**src/hsrc_consts.vh**
```
// Constants for the host strap and reset configuration block
`ifndef HSRC_CONSTS_VH
`define HSRC_CONSTS_VH
`define HSRC_CLK_HZ        20000000
`define HSRC_POR_LOW_US    100
`define HSRC_RUN_LOW_US    10
`define HSRC_POR_LOW_CYC   ((`HSRC_POR_LOW_US * `HSRC_CLK_HZ + 999999) / 1000000)
`define HSRC_RUN_LOW_CYC   ((`HSRC_RUN_LOW_US * `HSRC_CLK_HZ + 999999) / 1000000)
`define HSRC_A_STRAP       12'h000
`define HSRC_A_HOSTCFG     12'h004
`define HSRC_A_EVTCTRL     12'h008
`define HSRC_A_IRQ         12'h00C
`define HSRC_A_HOST2       12'h010
`define HSRC_A_STATUS      12'h014
`define HSRC_STRAP_DEF     8'h13
`define HSRC_EVTCTRL_RST   20'h00002
`define HSRC_M_SER1        4'h0
`define HSRC_M_SER2        4'h1
`define HSRC_M_SER4        4'h2
`define HSRC_M_RGMII       4'h3
`define HSRC_M_RMII        4'h4
`define HSRC_M_FX100       4'h5
`define HSRC_M_SG1000      4'h6
`define HSRC_M_SG100       4'h7
`define HSRC_M_KX1000      4'h8
`define HSRC_F_FUNC_TSN    2'h0
`define HSRC_F_FUNC_LEG    2'h1
`define HSRC_F_FUNC_PTP    2'h2
`define HSRC_F_FUNC_CAP    2'h3
`define HSRC_PORT_MAX      3'h5
`endif

```
**src/hsrc_strap_cap.v**
```verilog
// Reset release synchroniser and one-shot strap capture
`timescale 1ns/1ps
module hsrc_strap_cap #(
  parameter [7:0] DEFAULT = 8'h13
) (
  input  wire       pclk,
  input  wire       presetn,
  input  wire [7:0] strap_in,
  output reg  [7:0] strap_q,
  output reg        captured,
  output wire       released
);
  reg sync1;
  reg sync2;

  always @(posedge pclk or negedge presetn) begin
    if (!presetn) begin
      sync1 <= 1'b0;
      sync2 <= 1'b0;
    end else begin
      sync1 <= 1'b1;  // [RQ20]
      sync2 <= sync1;
    end
  end

  assign released = sync2;

  // Latch once, then hold until the next reset
  always @(posedge pclk or negedge presetn) begin
    if (!presetn) begin
      strap_q  <= DEFAULT;  // [RQ5] [RQ6]
      captured <= 1'b0;
    end else if (sync2 && !captured) begin
      strap_q  <= strap_in;  // [RQ1] [RQ20]
      captured <= 1'b1;
    end
  end
endmodule

```
**src/hsrc_pin_mux.v**
```verilog
// Function mux and output driver for one event pin
`timescale 1ns/1ps
`include "hsrc_consts.vh"
module hsrc_pin_mux #(
  parameter PTP_OK = 0,
  parameter IRQ_OK = 0
) (
  input  wire       pclk,
  input  wire       presetn,
  input  wire       running,
  input  wire [1:0] func,
  input  wire       gpio_mode,
  input  wire       gpio_out,
  input  wire       gpio_oe,
  input  wire       tsn_in,
  input  wire       legacy_in,
  input  wire       ptp_in,
  input  wire       irq_ok,
  input  wire       irq_in,
  output reg        pin_out,
  output reg        pin_oe
);
  reg next_out;
  reg next_oe;

  always @* begin
    next_out = 1'b0;
    next_oe  = 1'b0;
    if (!running) begin
      next_oe = 1'b0;  // [RQ15]
    end else if (gpio_mode) begin
      next_out = gpio_out;  // [RQ11]
      next_oe  = gpio_oe;
    end else begin
      case (func)
        `HSRC_F_FUNC_TSN: begin
          next_out = tsn_in;  // [RQ12]
          next_oe  = 1'b1;
        end
        `HSRC_F_FUNC_LEG: begin
          next_out = legacy_in;  // [RQ12]
          next_oe  = 1'b1;
        end
        `HSRC_F_FUNC_PTP: begin
          if (PTP_OK != 0) begin
            next_out = ptp_in;  // [RQ12]
            next_oe  = 1'b1;
          end else if (IRQ_OK != 0) begin
            next_out = irq_in;  // [RQ10]
            next_oe  = irq_ok;
          end
        end
        default: begin
          next_oe = 1'b0;  // Capture input, pin left undriven
        end
      endcase
    end
  end

  always @(posedge pclk or negedge presetn) begin
    if (!presetn) begin
      pin_out <= 1'b0;
      pin_oe  <= 1'b0;  // [RQ15]
    end else begin
      pin_out <= next_out;
      pin_oe  <= next_oe;
    end
  end
endmodule

```
**src/hsrc_top.v**
```verilog
// Strap capture, host interface decode, event pins and clock output
// Behaviour
// [RQ1] Latch all straps once after reset release
// [RQ2] Host holds straps steady during capture
// [RQ3] Serial IO straps give host port 0-5
// [RQ4] Drive strength strap one selects high drive
// [RQ5] Unstrapped defaults select single serial host
// [RQ6] Defaults: event 0,1 and select high
// [RQ7] RGMII delay added at one point only
// [RQ8] Straps may add both receive and transmit delay
// [RQ9] Second host interface enabled after communication
// [RQ10] Event pin 0 is serial host interrupt
// [RQ11] Engine controls pins, optional GPIO 4-7
// [RQ12] Timer outputs; PTP and capture on 2,3
// [RQ13] Power-on reset low at least 100 us
// [RQ14] Run-time reset low at least 10 us
// [RQ15] All outputs undriven while reset is low
// [RQ16] Host supplies 25 MHz reference
// [RQ17] Drive 25 MHz reference out for PHYs
// [RQ18] Timer straps choose serial lanes or SerDes mode
// [RQ19] RGMII speed and delays, RMII speed and clock
// [RQ20] Sync release, capture on first edge after
// [RQ21] Reserved port falls back to serial host
//
// Decided for this implementation: register access over APB and the address map.
`timescale 1ns/1ps
`include "hsrc_consts.vh"
module hsrc_top (
  input  wire        pclk,
  input  wire        presetn,
  input  wire        psel,
  input  wire        penable,
  input  wire        pwrite,
  input  wire [11:0] paddr,
  input  wire [31:0] pwdata,
  output reg  [31:0] prdata,
  output wire        pready,
  output wire        pslverr,
  input  wire        serial_io_0,
  input  wire        serial_io_1,
  input  wire        serial_io_2,
  input  wire        serial_sel,
  input  wire [3:0]  event_pin_in,
  output wire [3:0]  event_pin_out,
  output wire [3:0]  event_pin_oe,
  input  wire [3:0]  tsn_timer,
  input  wire [3:0]  legacy_timer,
  input  wire [1:0]  ptp_timer,
  output reg  [1:0]  capture_in,
  input  wire        osc_input,
  output wire        osc_output,
  output wire        osc_output_oe,
  output reg  [3:0]  host_if_mode,
  output reg  [2:0]  host_port,
  output reg         host_port_valid,
  output reg         host_drive_high,
  output reg         rgmii_rx_delay,
  output reg         rgmii_tx_delay,
  output reg         link_gbit,
  output reg         rmii_100m,
  output reg         rmii_ext_clk,
  output reg         cfg_fallback,
  output reg         cfg_ready,
  output reg         host2_enable,
  output reg  [2:0]  host2_port
);
  localparam [2:0] ST_WAIT = 3'b001;
  localparam [2:0] ST_DEC  = 3'b010;
  localparam [2:0] ST_RUN  = 3'b100;

  wire [7:0] strap_q;
  wire       captured;
  wire       released;
  reg  [2:0] state;
  reg  [2:0] next_state;
  reg  [19:0] evt_ctrl;
  reg         irq_req;
  reg         clk_oe;

  ////////////////////////////////////////////////////////////////////////////
  // Strap capture
  // Order: sio2 sio1 sio0 select ev3 ev2 ev1 ev0
  hsrc_strap_cap #(
    .DEFAULT (`HSRC_STRAP_DEF)
  ) u_cap (
    .pclk     (pclk),
    .presetn  (presetn),
    .strap_in ({serial_io_2, serial_io_1, serial_io_0, serial_sel, event_pin_in}),  // [RQ2]
    .strap_q  (strap_q),
    .captured (captured),
    .released (released)
  );

  wire [2:0] s_sio = strap_q[7:5];
  wire       s_sel = strap_q[4];
  wire [3:0] s_evt = strap_q[3:0];

  ////////////////////////////////////////////////////////////////////////////
  // Strap decode
  reg [3:0] next_mode;
  reg       next_port_valid;
  reg       next_drive;
  reg       next_rx;
  reg       next_tx;
  reg       next_gbit;
  reg       next_r100;
  reg       next_ext;
  reg       next_fb;
  reg       is_eth;
  reg       serdes;

  always @* begin
    next_mode       = `HSRC_M_SER1;
    next_port_valid = 1'b0;
    next_drive      = 1'b0;
    next_rx         = 1'b0;
    next_tx         = 1'b0;
    next_gbit       = 1'b0;
    next_r100       = 1'b0;
    next_ext        = 1'b0;
    next_fb         = 1'b0;
    is_eth          = 1'b0;
    serdes          = 1'b0;
    if (s_sel) begin
      if (s_evt[1:0] == 2'b11) begin
        case (s_evt[3:2])
          2'b00: begin
            next_mode  = `HSRC_M_SER1;  // [RQ18]
            next_drive = s_sio[2];  // [RQ4]
          end
          2'b10: begin
            next_mode  = `HSRC_M_SER2;  // [RQ18]
            next_drive = s_sio[2];  // [RQ4]
          end
          default: begin
            next_mode  = `HSRC_M_SER4;  // [RQ18]
            next_drive = s_evt[3];  // [RQ4]
          end
        endcase
      end else begin
        is_eth     = 1'b1;
        next_drive = s_sel;  // [RQ4]
      end
    end else begin
      is_eth = 1'b1;
      if (s_evt[1:0] == 2'b11) begin
        serdes = 1'b1;
        case (s_evt[3:2])
          2'b00:   next_mode = `HSRC_M_FX100;  // [RQ18]
          2'b01:   next_mode = `HSRC_M_SG1000;
          2'b10:   next_mode = `HSRC_M_SG100;
          default: next_mode = `HSRC_M_KX1000;
        endcase
      end
    end
    if (is_eth && !serdes) begin
      next_drive = s_sel;  // [RQ4]
      next_gbit  = s_evt[3];  // [RQ19]
      case (s_evt[2:0])
        3'b000: next_mode = `HSRC_M_RGMII;  // [RQ19]
        3'b001: begin
          next_mode = `HSRC_M_RGMII;
          next_rx   = 1'b1;  // [RQ7] [RQ19]
        end
        3'b010: begin
          next_mode = `HSRC_M_RGMII;
          next_tx   = 1'b1;  // [RQ7] [RQ19]
        end
        3'b101: begin
          next_mode = `HSRC_M_RGMII;
          next_rx   = 1'b1;  // [RQ8]
          next_tx   = 1'b1;  // [RQ8]
        end
        3'b100: begin
          next_mode = `HSRC_M_RMII;  // [RQ19]
          next_ext  = s_evt[3];
          next_gbit = 1'b0;
        end
        default: begin
          next_mode = `HSRC_M_RMII;  // [RQ19]
          next_r100 = 1'b1;
          next_ext  = s_evt[3];
          next_gbit = 1'b0;
        end
      endcase
    end
    if (is_eth) begin
      next_port_valid = 1'b1;  // [RQ3]
      if (s_sio > `HSRC_PORT_MAX) begin
        next_port_valid = 1'b0;  // [RQ21]
      end else if (serdes && (s_sio == 3'h0 || s_sio == `HSRC_PORT_MAX)) begin
        next_port_valid = 1'b0;  // [RQ3]
      end
      if (!next_port_valid) begin
        next_mode  = `HSRC_M_SER1;  // [RQ21]
        next_fb    = 1'b1;
        next_rx    = 1'b0;
        next_tx    = 1'b0;
        next_gbit  = 1'b0;
        next_r100  = 1'b0;
        next_ext   = 1'b0;
        next_drive = 1'b0;
      end
    end
  end

  ////////////////////////////////////////////////////////////////////////////
  // Sequencer: wait for capture, load decode once, run
  always @* begin
    next_state = state;
    case (state)
      ST_WAIT: if (captured) next_state = ST_DEC;
      ST_DEC:  next_state = ST_RUN;
      ST_RUN:  next_state = ST_RUN;
      default: next_state = ST_WAIT;
    endcase
  end

  always @(posedge pclk or negedge presetn) begin
    if (!presetn) begin
      state           <= ST_WAIT;
      host_if_mode    <= `HSRC_M_SER1;
      host_port       <= 3'h0;
      host_port_valid <= 1'b0;
      host_drive_high <= 1'b0;
      rgmii_rx_delay  <= 1'b0;
      rgmii_tx_delay  <= 1'b0;
      link_gbit       <= 1'b0;
      rmii_100m       <= 1'b0;
      rmii_ext_clk    <= 1'b0;
      cfg_fallback    <= 1'b0;
      cfg_ready       <= 1'b0;
      clk_oe          <= 1'b0;  // [RQ15]
    end else begin
      state  <= next_state;
      clk_oe <= released;  // [RQ17]
      if (state == ST_DEC) begin
        host_if_mode    <= next_mode;  // [RQ18]
        host_port       <= s_sio;  // [RQ3]
        host_port_valid <= next_port_valid;
        host_drive_high <= next_drive;  // [RQ4]
        rgmii_rx_delay  <= next_rx;  // [RQ8]
        rgmii_tx_delay  <= next_tx;  // [RQ8]
        link_gbit       <= next_gbit;
        rmii_100m       <= next_r100;
        rmii_ext_clk    <= next_ext;
        cfg_fallback    <= next_fb;  // [RQ21]
        cfg_ready       <= 1'b1;
      end
    end
  end

  // Reference clock passes straight through, undriven in reset
  assign osc_output    = osc_input & clk_oe;  // [RQ17]
  assign osc_output_oe = clk_oe;  // [RQ15]

  ////////////////////////////////////////////////////////////////////////////
  // Event pins
  wire running = (state == ST_RUN);
  wire ser_host = (host_if_mode == `HSRC_M_SER1) || (host_if_mode == `HSRC_M_SER2) ||
                  (host_if_mode == `HSRC_M_SER4);
  wire [3:0] ptp_map = {ptp_timer, 2'b00};

  genvar gi;
  generate
    for (gi = 0; gi < 4; gi = gi + 1) begin : g_pin
      hsrc_pin_mux #(
        .PTP_OK (gi >= 2),
        .IRQ_OK (gi == 0)
      ) u_pin (
        .pclk      (pclk),
        .presetn   (presetn),
        .running   (running),
        .func      (evt_ctrl[2*gi+1:2*gi]),  // [RQ11]
        .gpio_mode (evt_ctrl[8+gi]),  // [RQ11]
        .gpio_out  (evt_ctrl[12+gi]),
        .gpio_oe   (evt_ctrl[16+gi]),
        .tsn_in    (tsn_timer[gi]),
        .legacy_in (legacy_timer[gi]),
        .ptp_in    (ptp_map[gi]),
        .irq_ok    (ser_host),  // [RQ10]
        .irq_in    (irq_req),
        .pin_out   (event_pin_out[gi]),
        .pin_oe    (event_pin_oe[gi])
      );
    end
  endgenerate

  // Capture inputs exist only on pins 2 and 3
  always @(posedge pclk or negedge presetn) begin
    if (!presetn) begin
      capture_in <= 2'b00;
    end else begin
      capture_in[0] <= running && !evt_ctrl[10] &&
                       (evt_ctrl[5:4] == `HSRC_F_FUNC_CAP) && event_pin_in[2];  // [RQ12]
      capture_in[1] <= running && !evt_ctrl[11] &&
                       (evt_ctrl[7:6] == `HSRC_F_FUNC_CAP) && event_pin_in[3];  // [RQ12]
    end
  end

  ////////////////////////////////////////////////////////////////////////////
  // APB slave, zero wait states
  wire wr_en = psel && penable && pwrite;
  wire rd_setup = psel && !penable;
  reg  mapped;
  reg  [31:0] rd_mux;

  always @* begin
    mapped = 1'b1;
    rd_mux = 32'h00000000;
    if (paddr == `HSRC_A_STRAP) begin
      rd_mux[7:0] = strap_q;
    end else if (paddr == `HSRC_A_HOSTCFG) begin
      rd_mux[15:0] = {cfg_ready, cfg_fallback, rmii_ext_clk, rmii_100m, link_gbit,
                      rgmii_tx_delay, rgmii_rx_delay, host_drive_high, host_port_valid,
                      host_port, host_if_mode};
    end else if (paddr == `HSRC_A_EVTCTRL) begin
      rd_mux[19:0] = evt_ctrl;
    end else if (paddr == `HSRC_A_IRQ) begin
      rd_mux[0] = irq_req;
    end else if (paddr == `HSRC_A_HOST2) begin
      rd_mux[3:0] = {host2_port, host2_enable};
    end else if (paddr == `HSRC_A_STATUS) begin
      rd_mux[6:0] = {captured, capture_in, event_pin_in};
    end else begin
      mapped = 1'b0;
    end
  end

  assign pready  = 1'b1;
  assign pslverr = psel && penable && !mapped;

  always @(posedge pclk or negedge presetn) begin
    if (!presetn) begin
      prdata       <= 32'h00000000;
      evt_ctrl     <= `HSRC_EVTCTRL_RST;  // [RQ10]
      irq_req      <= 1'b0;
      host2_enable <= 1'b0;
      host2_port   <= 3'h0;
    end else begin
      if (rd_setup && !pwrite) begin
        prdata <= rd_mux;
      end
      if (wr_en && paddr == `HSRC_A_EVTCTRL) begin
        evt_ctrl <= pwdata[19:0];  // [RQ11]
      end
      if (wr_en && paddr == `HSRC_A_IRQ) begin
        irq_req <= pwdata[0];  // [RQ10]
      end
      // Second interface only once the strapped one is up
      if (wr_en && paddr == `HSRC_A_HOST2 && cfg_ready) begin
        host2_enable <= pwdata[0];  // [RQ9]
        host2_port   <= pwdata[3:1];
      end
    end
  end
endmodule

```
**config.mk**
```make
export PLATFORM = sky130hd
export DESIGN_NAME = hsrc_top
export DESIGN_NICKNAME = d
export VERILOG_FILES = /design/src/hsrc_strap_cap.v /design/src/hsrc_pin_mux.v /design/src/hsrc_top.v
export VERILOG_INCLUDE_DIRS = /design/src
export SDC_FILE = /design/constraint.sdc
export NUM_CORES = 1
export LEC_CHECK = 0
export BUFFER_PORTS_ARGS = -buffer_cell sky130_fd_sc_hd__buf_2
export CAP_MARGIN = 20
export CORE_ASPECT_RATIO = 2
export CORE_MARGIN = 8
export CORE_UTILIZATION = 51
export DETAILED_ROUTE_END_ITERATION = 6
export PLACE_DENSITY = 0.84
export REMOVE_ABC_BUFFERS = 1
export SLEW_MARGIN = 15
export SYNTH_ARGS = -nofsm -noshare
export SYNTH_HDL_FRONTEND = slang
export SYNTH_SLANG_ARGS = --single-unit
```
**constraint.sdc**
```tcl
create_clock -name pclk -period 1.88 [get_ports pclk]
set_clock_uncertainty 0.15 [all_clocks]
set_input_delay 0.376 -clock pclk [delete_from_list [all_inputs] [get_ports pclk]]
set_output_delay 0.376 -clock pclk [all_outputs]
set_load 0.01 [all_outputs]
```
Yosys cells after proc, flatten, opt, wreduce, memory -nomap -nowiden
Cells that the tools add are included.
{"block": "totals", "regBits": 86, "latch_bits": 0, "ramBits": 0, "romBits": 0, "out_inout_bits": 66, "word_cells": 196, "memories": 0}
{"block": "classes", "addsub": 0, "mul": 0, "div": 0, "magnitude_cmp": 1, "n_eq_ne": 28, "shifts": 0, "muxes": 88, "bitwise": 1, "reduce_logical": 47}
{"operator": "two-way mux 1 bit", "n": 62}
{"operator": "two-way mux 4 bit", "n": 7}
{"operator": "== test 12 x 4 -> 1 bit (second input constant)", "n": 2}
{"operator": "== test 12 x 5 -> 1 bit (second input constant)", "n": 2}
{"operator": "logical AND 1 bit", "n": 18}
{"operator": "two-way mux 16 bit", "n": 1}
{"operator": "== test 2 bit (second input constant)", "n": 7}
{"operator": "two-way mux 7 bit", "n": 2}
{"operator": "two-way mux 13 bit", "n": 1}
{"operator": "== test 12 x 3 -> 1 bit (second input constant)", "n": 1}
{"operator": "== test 3 bit (second input constant)", "n": 4}
{"operator": "logical NOT 12 bit", "n": 1}
{"operator": "two-way mux 12 bit", "n": 1}
{"operator": "one-hot mux 4 bit (3 select lines)", "n": 1}
{"operator": "OR reduction 2 bit", "n": 6}
{"operator": "== test 2 x 1 -> 1 bit (second input constant)", "n": 5}
{"operator": "logical NOT 2 bit", "n": 5}
{"operator": "two-way mux 3 bit", "n": 3}
{"operator": "one-hot mux 1 bit (3 select lines)", "n": 3}
{"operator": "two-way mux 8 bit", "n": 1}
{"operator": "logical NOT 1 bit", "n": 7}
{"operator": "== test 3 x 1 -> 1 bit (second input constant)", "n": 2}
{"operator": "== test 3 x 2 -> 1 bit (second input constant)", "n": 2}
{"operator": "logical NOT 3 bit", "n": 2}
{"operator": "15 further kinds", "n": 19}

Logic depth before layout (Yosys ltp)
{"block": "depth", "depth_word": 9, "mapped_depth": 6}

By module
Synthesis repeated with hierarchy kept, for this count alone.
{"block": "hier_totals", "hier_cells": 368, "area_unflattened_um2": 4261.6}
{"mod": "hsrc_top", "instances": 1, "cells_per_inst": 306, "area_per_inst_um2": 3394.5, "seq_area_each_um2": 1679.1}
{"mod": "hsrc_strap_cap", "instances": 1, "cells_per_inst": 23, "area_per_inst_um2": 434.2, "seq_area_each_um2": 279.0}
{"mod": "hsrc_pin_mux (g_pin[2].u_pin ...)", "instances": 2, "cells_per_inst": 9, "area_per_inst_um2": 100.1, "seq_area_each_um2": 50.0}
{"mod": "hsrc_pin_mux (g_pin[0].u_pin)", "instances": 1, "cells_per_inst": 12, "area_per_inst_um2": 136.4, "seq_area_each_um2": 50.0}
{"mod": "hsrc_pin_mux (g_pin[1].u_pin)", "instances": 1, "cells_per_inst": 9, "area_per_inst_um2": 96.3, "seq_area_each_um2": 50.0}

Worst setup path before layout
No wires, ideal clock.
{"block": "synth_path", "path_type": "input -> register", "start": "in paddr[9]", "end": "reg host2_enable", "setup_ns": 0.127, "arrival_ns": 1.623, "path_slack_ns": -0.021, "stages": 6, "path_buffers": 2, "cell_sequence": "nor4_4 -> and3_1 -> buf_2 -> and3_1 -> buf_2 -> mux2_1"}
{"block": "synth_between", "elab_chain_len": 3}
{"item": "from (decl)", "line": "hsrc_top.v:34", "rtl": "input wire [11:0] paddr,"}
{"item": "== test 12 x 5 -> 1 bit (no line)"}
{"item": "logical AND 1 bit (no line)"}
{"item": "logical AND 1 bit", "line": "hsrc_top.v:351", "rtl": "if (wr_en && paddr == `HSRC_A_HOST2 && cfg_ready) begin"}
{"item": "to (signal assigned)", "line": "hsrc_top.v:352", "rtl": "host2_enable <= pwdata[0];"}
{"item": "to (decl)", "line": "hsrc_top.v:64", "rtl": "output reg host2_enable,"}
No other way between the ends.
A chain may end at the register's enable or synchronous reset.

Worst setup path in the final report
{"block": "layout_path", "start": "in paddr[8]", "end": "out pslverr"}
{"block": "layout_between", "elab_chain_len": 9, "elab_cells_between_ends": 14}
{"item": "== test 12 x 5 -> 1 bit (no line)"}
{"item": "two-way mux 1 bit", "line": "hsrc_top.v:323", "rtl": "end else if (paddr == `HSRC_A_STATUS) begin"}
{"item": "two-way mux 1 bit", "line": "hsrc_top.v:321", "rtl": "end else if (paddr == `HSRC_A_HOST2) begin"}
{"item": "two-way mux 1 bit", "line": "hsrc_top.v:319", "rtl": "end else if (paddr == `HSRC_A_IRQ) begin"}
{"item": "two-way mux 1 bit", "line": "hsrc_top.v:317", "rtl": "end else if (paddr == `HSRC_A_EVTCTRL) begin"}
{"item": "two-way mux 1 bit", "line": "hsrc_top.v:313", "rtl": "end else if (paddr == `HSRC_A_HOSTCFG) begin"}
{"item": "two-way mux 1 bit (*)", "line": "hsrc_top.v:311", "rtl": "if (paddr == `HSRC_A_STRAP) begin"}
{"item": "logical NOT 1 bit (*)", "line": "hsrc_top.v:331", "rtl": "assign pslverr = psel && penable && !mapped;"}
{"item": "logical AND 1 bit (*)", "line": "hsrc_top.v:331"}
{"item": "to (decl)", "line": "hsrc_top.v:38", "rtl": "output wire pslverr,"}
Mark *: on every way between the ends. The rest lies on a longest branch, timed or not.

==> impl_metrics.toml <==
[run_status]
status = "finished, final reports clean"

[clocking]
htree_levels = 3
cts_root_buf = "sky130_fd_sc_hd__clkbuf_16"
clock_tree_from_tritoncts = "built"
cts_inserted_buffers = 9
max-clock-path-buffers = 2
clk_pin_slew_ns = 0.06
tritoncts_num_sinks = 86
clk-insertion-delay-late_ns = 0.34

[synth]
synth.distinct_cells = 50
synthAdderAreaFrac_pct = 0.909
synthSimpleGateAreaFrac_pct = 14.2
synth.largest_area_cell = "sky130_fd_sc_hd__dfrtp_1"
yosys_warn_count = 0
synth_seq_area_share_pct = 52.3
area_share_of_xor_xnor_cells_in_the_synthesized_design_pct = 0
mappedNetlistArea_um2 = 4130
postSynthRegisterBits = 86
postSynthCellCount = 374
syn_area_per_cell_um2 = 11.0
synth_top_family_by_area = "compound AO/OA/AOI/OAI gates"
synth-edff-count = 0
async_flop_share_pct = 100
compound_gate_portion_of_the_synthesized_area_pct = 15.1
synth_mux_area_share_pct = 11.1
synth_top_area_share_pct = 49.1
synth_top_flop_cell = "sky130_fd_sc_hd__dfrtp_1"
ys_top_cells_by_area = "sky130_fd_sc_hd__dfrtp_1 49%, sky130_fd_sc_hd__mux2_1 6.0%, sky130_fd_sc_hd__buf_4 3.8%"

[power_and_ir_drop]
irDropWorstVdd_v = 0.000859
power-per-cell-area_nw_per_um2 = 998
p_leak_nw = 2.71
power.total_mw = 5.27

[layout]
nets = 582
final_antenna_diode_count = 0
synthToLayoutAreaGrowth_pct = 28.0
layout_commonest_cell = "sky130_fd_sc_hd__buf_2"
post_layout_nonfiller_instances = 612
finalCoreUtilization_pct = 67.1
most-common-layout-cells = "105 x sky130_fd_sc_hd__buf_2, 81 x sky130_fd_sc_hd__dfrtp_1, 44 x sky130_fd_sc_hd__buf_4"
fraction_of_layout_cells_with_a_size_suffix_above_1_pct = 36.6

[setup_path]
critical_path_arrival_ns = 1.28
critPathMaxFanout = 4
worst_r2r_path_depth = 5
rr_startpoint = "u_cap.strap_q[6]"
worstSetupStartpointType = "primary input"
startpoint = "paddr[8]"
worst-r2r-setup-slack_ns = 0.10
critical_path.reg2reg.endpoint = "host_drive_high"
criticalPathCategory = "in -> out"
endpoint_kind = "output pin"
cp.required_ns = 1.35

[sta]
setup_slack_ns = 0.0779
rsz_0062_raised_after_global_routing = "false"
setup_violations = 0
final_max_slew_viol_count = 0
worst_pin_slew_ns = 0.533
report.final.hold_viol_count = 0
fmax_mhz = 555
slew_headroom_pct = 64.2
layout_min_cycle_time_ns = 1.80
period_share_pct = 95.9
final.setup.tns_ns = 0

[floorplanning]
top_level_ports = 134
die_w_um = 79.6
vertical_die_dimension_um = 143
initial_util_pct = 52.4
core_region_area_um2 = 7890
fp-row-count = 46
die_area_um2 = 11400

[placed_design]
numPlacedInstances = 595
globalplace.congestion = 0.940
place_ws_ns = -0.159
place.detailed.hpwl_mm = 9.92
port-buffer-count = 108

[route]
vias = 3569
detail_route.first_pass.iterations = 5
drc_errors = 0
vias_per_cell = 5.83
total_wirelength_mm = 12.8
wl_per_cell_um = 20.9
drt-initial-drc-count = 175
detail-route-antenna-nets = 0

[worst_hold_path]
holdPathEnd = "evt_ctrl[10]"
hold_path_class = "in -> reg"
hold_start = "pwdata[10]"
timing.hold.worst_path_depth = 2

[global_routing]
grt_first_pass_wirelength_mm = 20.1
grtUsageTotal_pct = 23.2
first_global_vias = 3895
largest_net_degree_at_the_start_of_global_routing = 31
antenna_found_initial = 0
aggregate_global_routing_overflow = 0

[run]
maxCapViolations = 0
==> layout make-up <==
class / instances / area, um2
flip-flops and latches: 86 / 2160
clock inverters: 5 / 60.1
clock buffers: 11 / 243
multi-input cells: 254 / 1770
well taps: 96 / 120
repair buffers: 153 / 908
inverters: 7 / 26.3
fillers: 613 / 2600
==> report_power, final <==
| part | internal (mW) | switching, mW | total (mW) | leakage [nW] |
|---|---|---|---|---|
| Sequential | 2.11 | 0.269 | 2.38 | 1.13 |
| Combinational | 0.493 | 0.645 | 1.14 | 1.44 |
| Clock | 1.07 | 0.693 | 1.76 | 0.146 |
==> cells in the mapped netlist, types with 5 or more instances <==
library cell,n
sky130_fd_sc_hd__a22o_1,11
sky130_fd_sc_hd__mux2_1,22
sky130_fd_sc_hd__and2_0,6
sky130_fd_sc_hd__inv_1,7
sky130_fd_sc_hd__buf_2,6
sky130_fd_sc_hd__dfstp_2,5
sky130_fd_sc_hd__nand2b_1,5
sky130_fd_sc_hd__a21oi_1,21
sky130_fd_sc_hd__and2_1,7
sky130_fd_sc_hd__a221o_1,8
sky130_fd_sc_hd__nor2b_1,5
sky130_fd_sc_hd__a31oi_1,5
sky130_fd_sc_hd__a32o_1,6
sky130_fd_sc_hd__mux2_2,9
sky130_fd_sc_hd__nor2_1,24
sky130_fd_sc_hd__o21ai_0,12
sky130_fd_sc_hd__dfrtp_1,81
sky130_fd_sc_hd__buf_4,21
sky130_fd_sc_hd__mux2i_1,11
sky130_fd_sc_hd__clkbuf_1,12
sky130_fd_sc_hd__nand2_1,32
==> state kept, by name (all words and copies together), names as in the netlist, 3 cells and up <==
register,cells
evt_ctrl,20
prdata,20
u_cap.strap_q,8
g_pin.u_pin.pin_oe,4
g_pin.u_pin.pin_out,4
host_if_mode,4
host2_port,3
host_port,3
state,3
==> how the worst max path moves through the flow <==
stage,cells past startpoint,end
6_report,5,pslverr
5_1_grt,5,pslverr
4_1_cts,6,pslverr
3_5_place_dp,6,evt_ctrl[4]
3_3_place_gp,5,host2_port[0]
2_1_floorplan,4,evt_ctrl[10]
==> cells by family after synthesis <==
logic type | Yosys count
and+or+nand+nor | 109
AOI/OAI and AO/OA | 86
DFF | 86
buffers and inverters | 46
muxes | 42
adders and majority gates | 3
other | 2
==> timing repair <==
| item | 4_1_cts | 5_1_grt |
|---|---|---|
| gates resized for setup | 6 | 0 |
| setup buffers | 0 | 1 |
| hold buffers | 1 | 0 |
| pin swaps | 2 | 2 |
| endpoints found under the setup margin | 4 | 1 |
| hold endpoints to repair | 24 | 0 |
==> worst max-delay path: stages <==
cell	delay (ns)
sky130_fd_sc_hd__buf_6	0.10
sky130_fd_sc_hd__nor4_4	0.35
sky130_fd_sc_hd__and3_4	0.26
sky130_fd_sc_hd__a21oi_2	0.05
sky130_fd_sc_hd__buf_2	0.13
==> metrics by stage <==
step / hold slack [ns] / instance area, um2
finish: 0.0950 / 5290
global route: 0.0941 / 5290
CTS: 0.0845 / 5290
detailed placement: 0.181 / 4950
global placement: 0.179 / 4950
floorplan: -0.0696 / 3940
==> routing by layer <==
layer | global-route usage (%) | vias to the layer above | wire length (um)
met5 | 0 | - | 0
met4 | 16.2 | 0 | 621
met3 | 5.10 | 50 | 881
met2 | 41.9 | 167 | 7150
met1 | 22.2 | 1747 | 4140
li1 | - | 1605 | -
No activity file was read; power rests on OpenSTA's default activity.
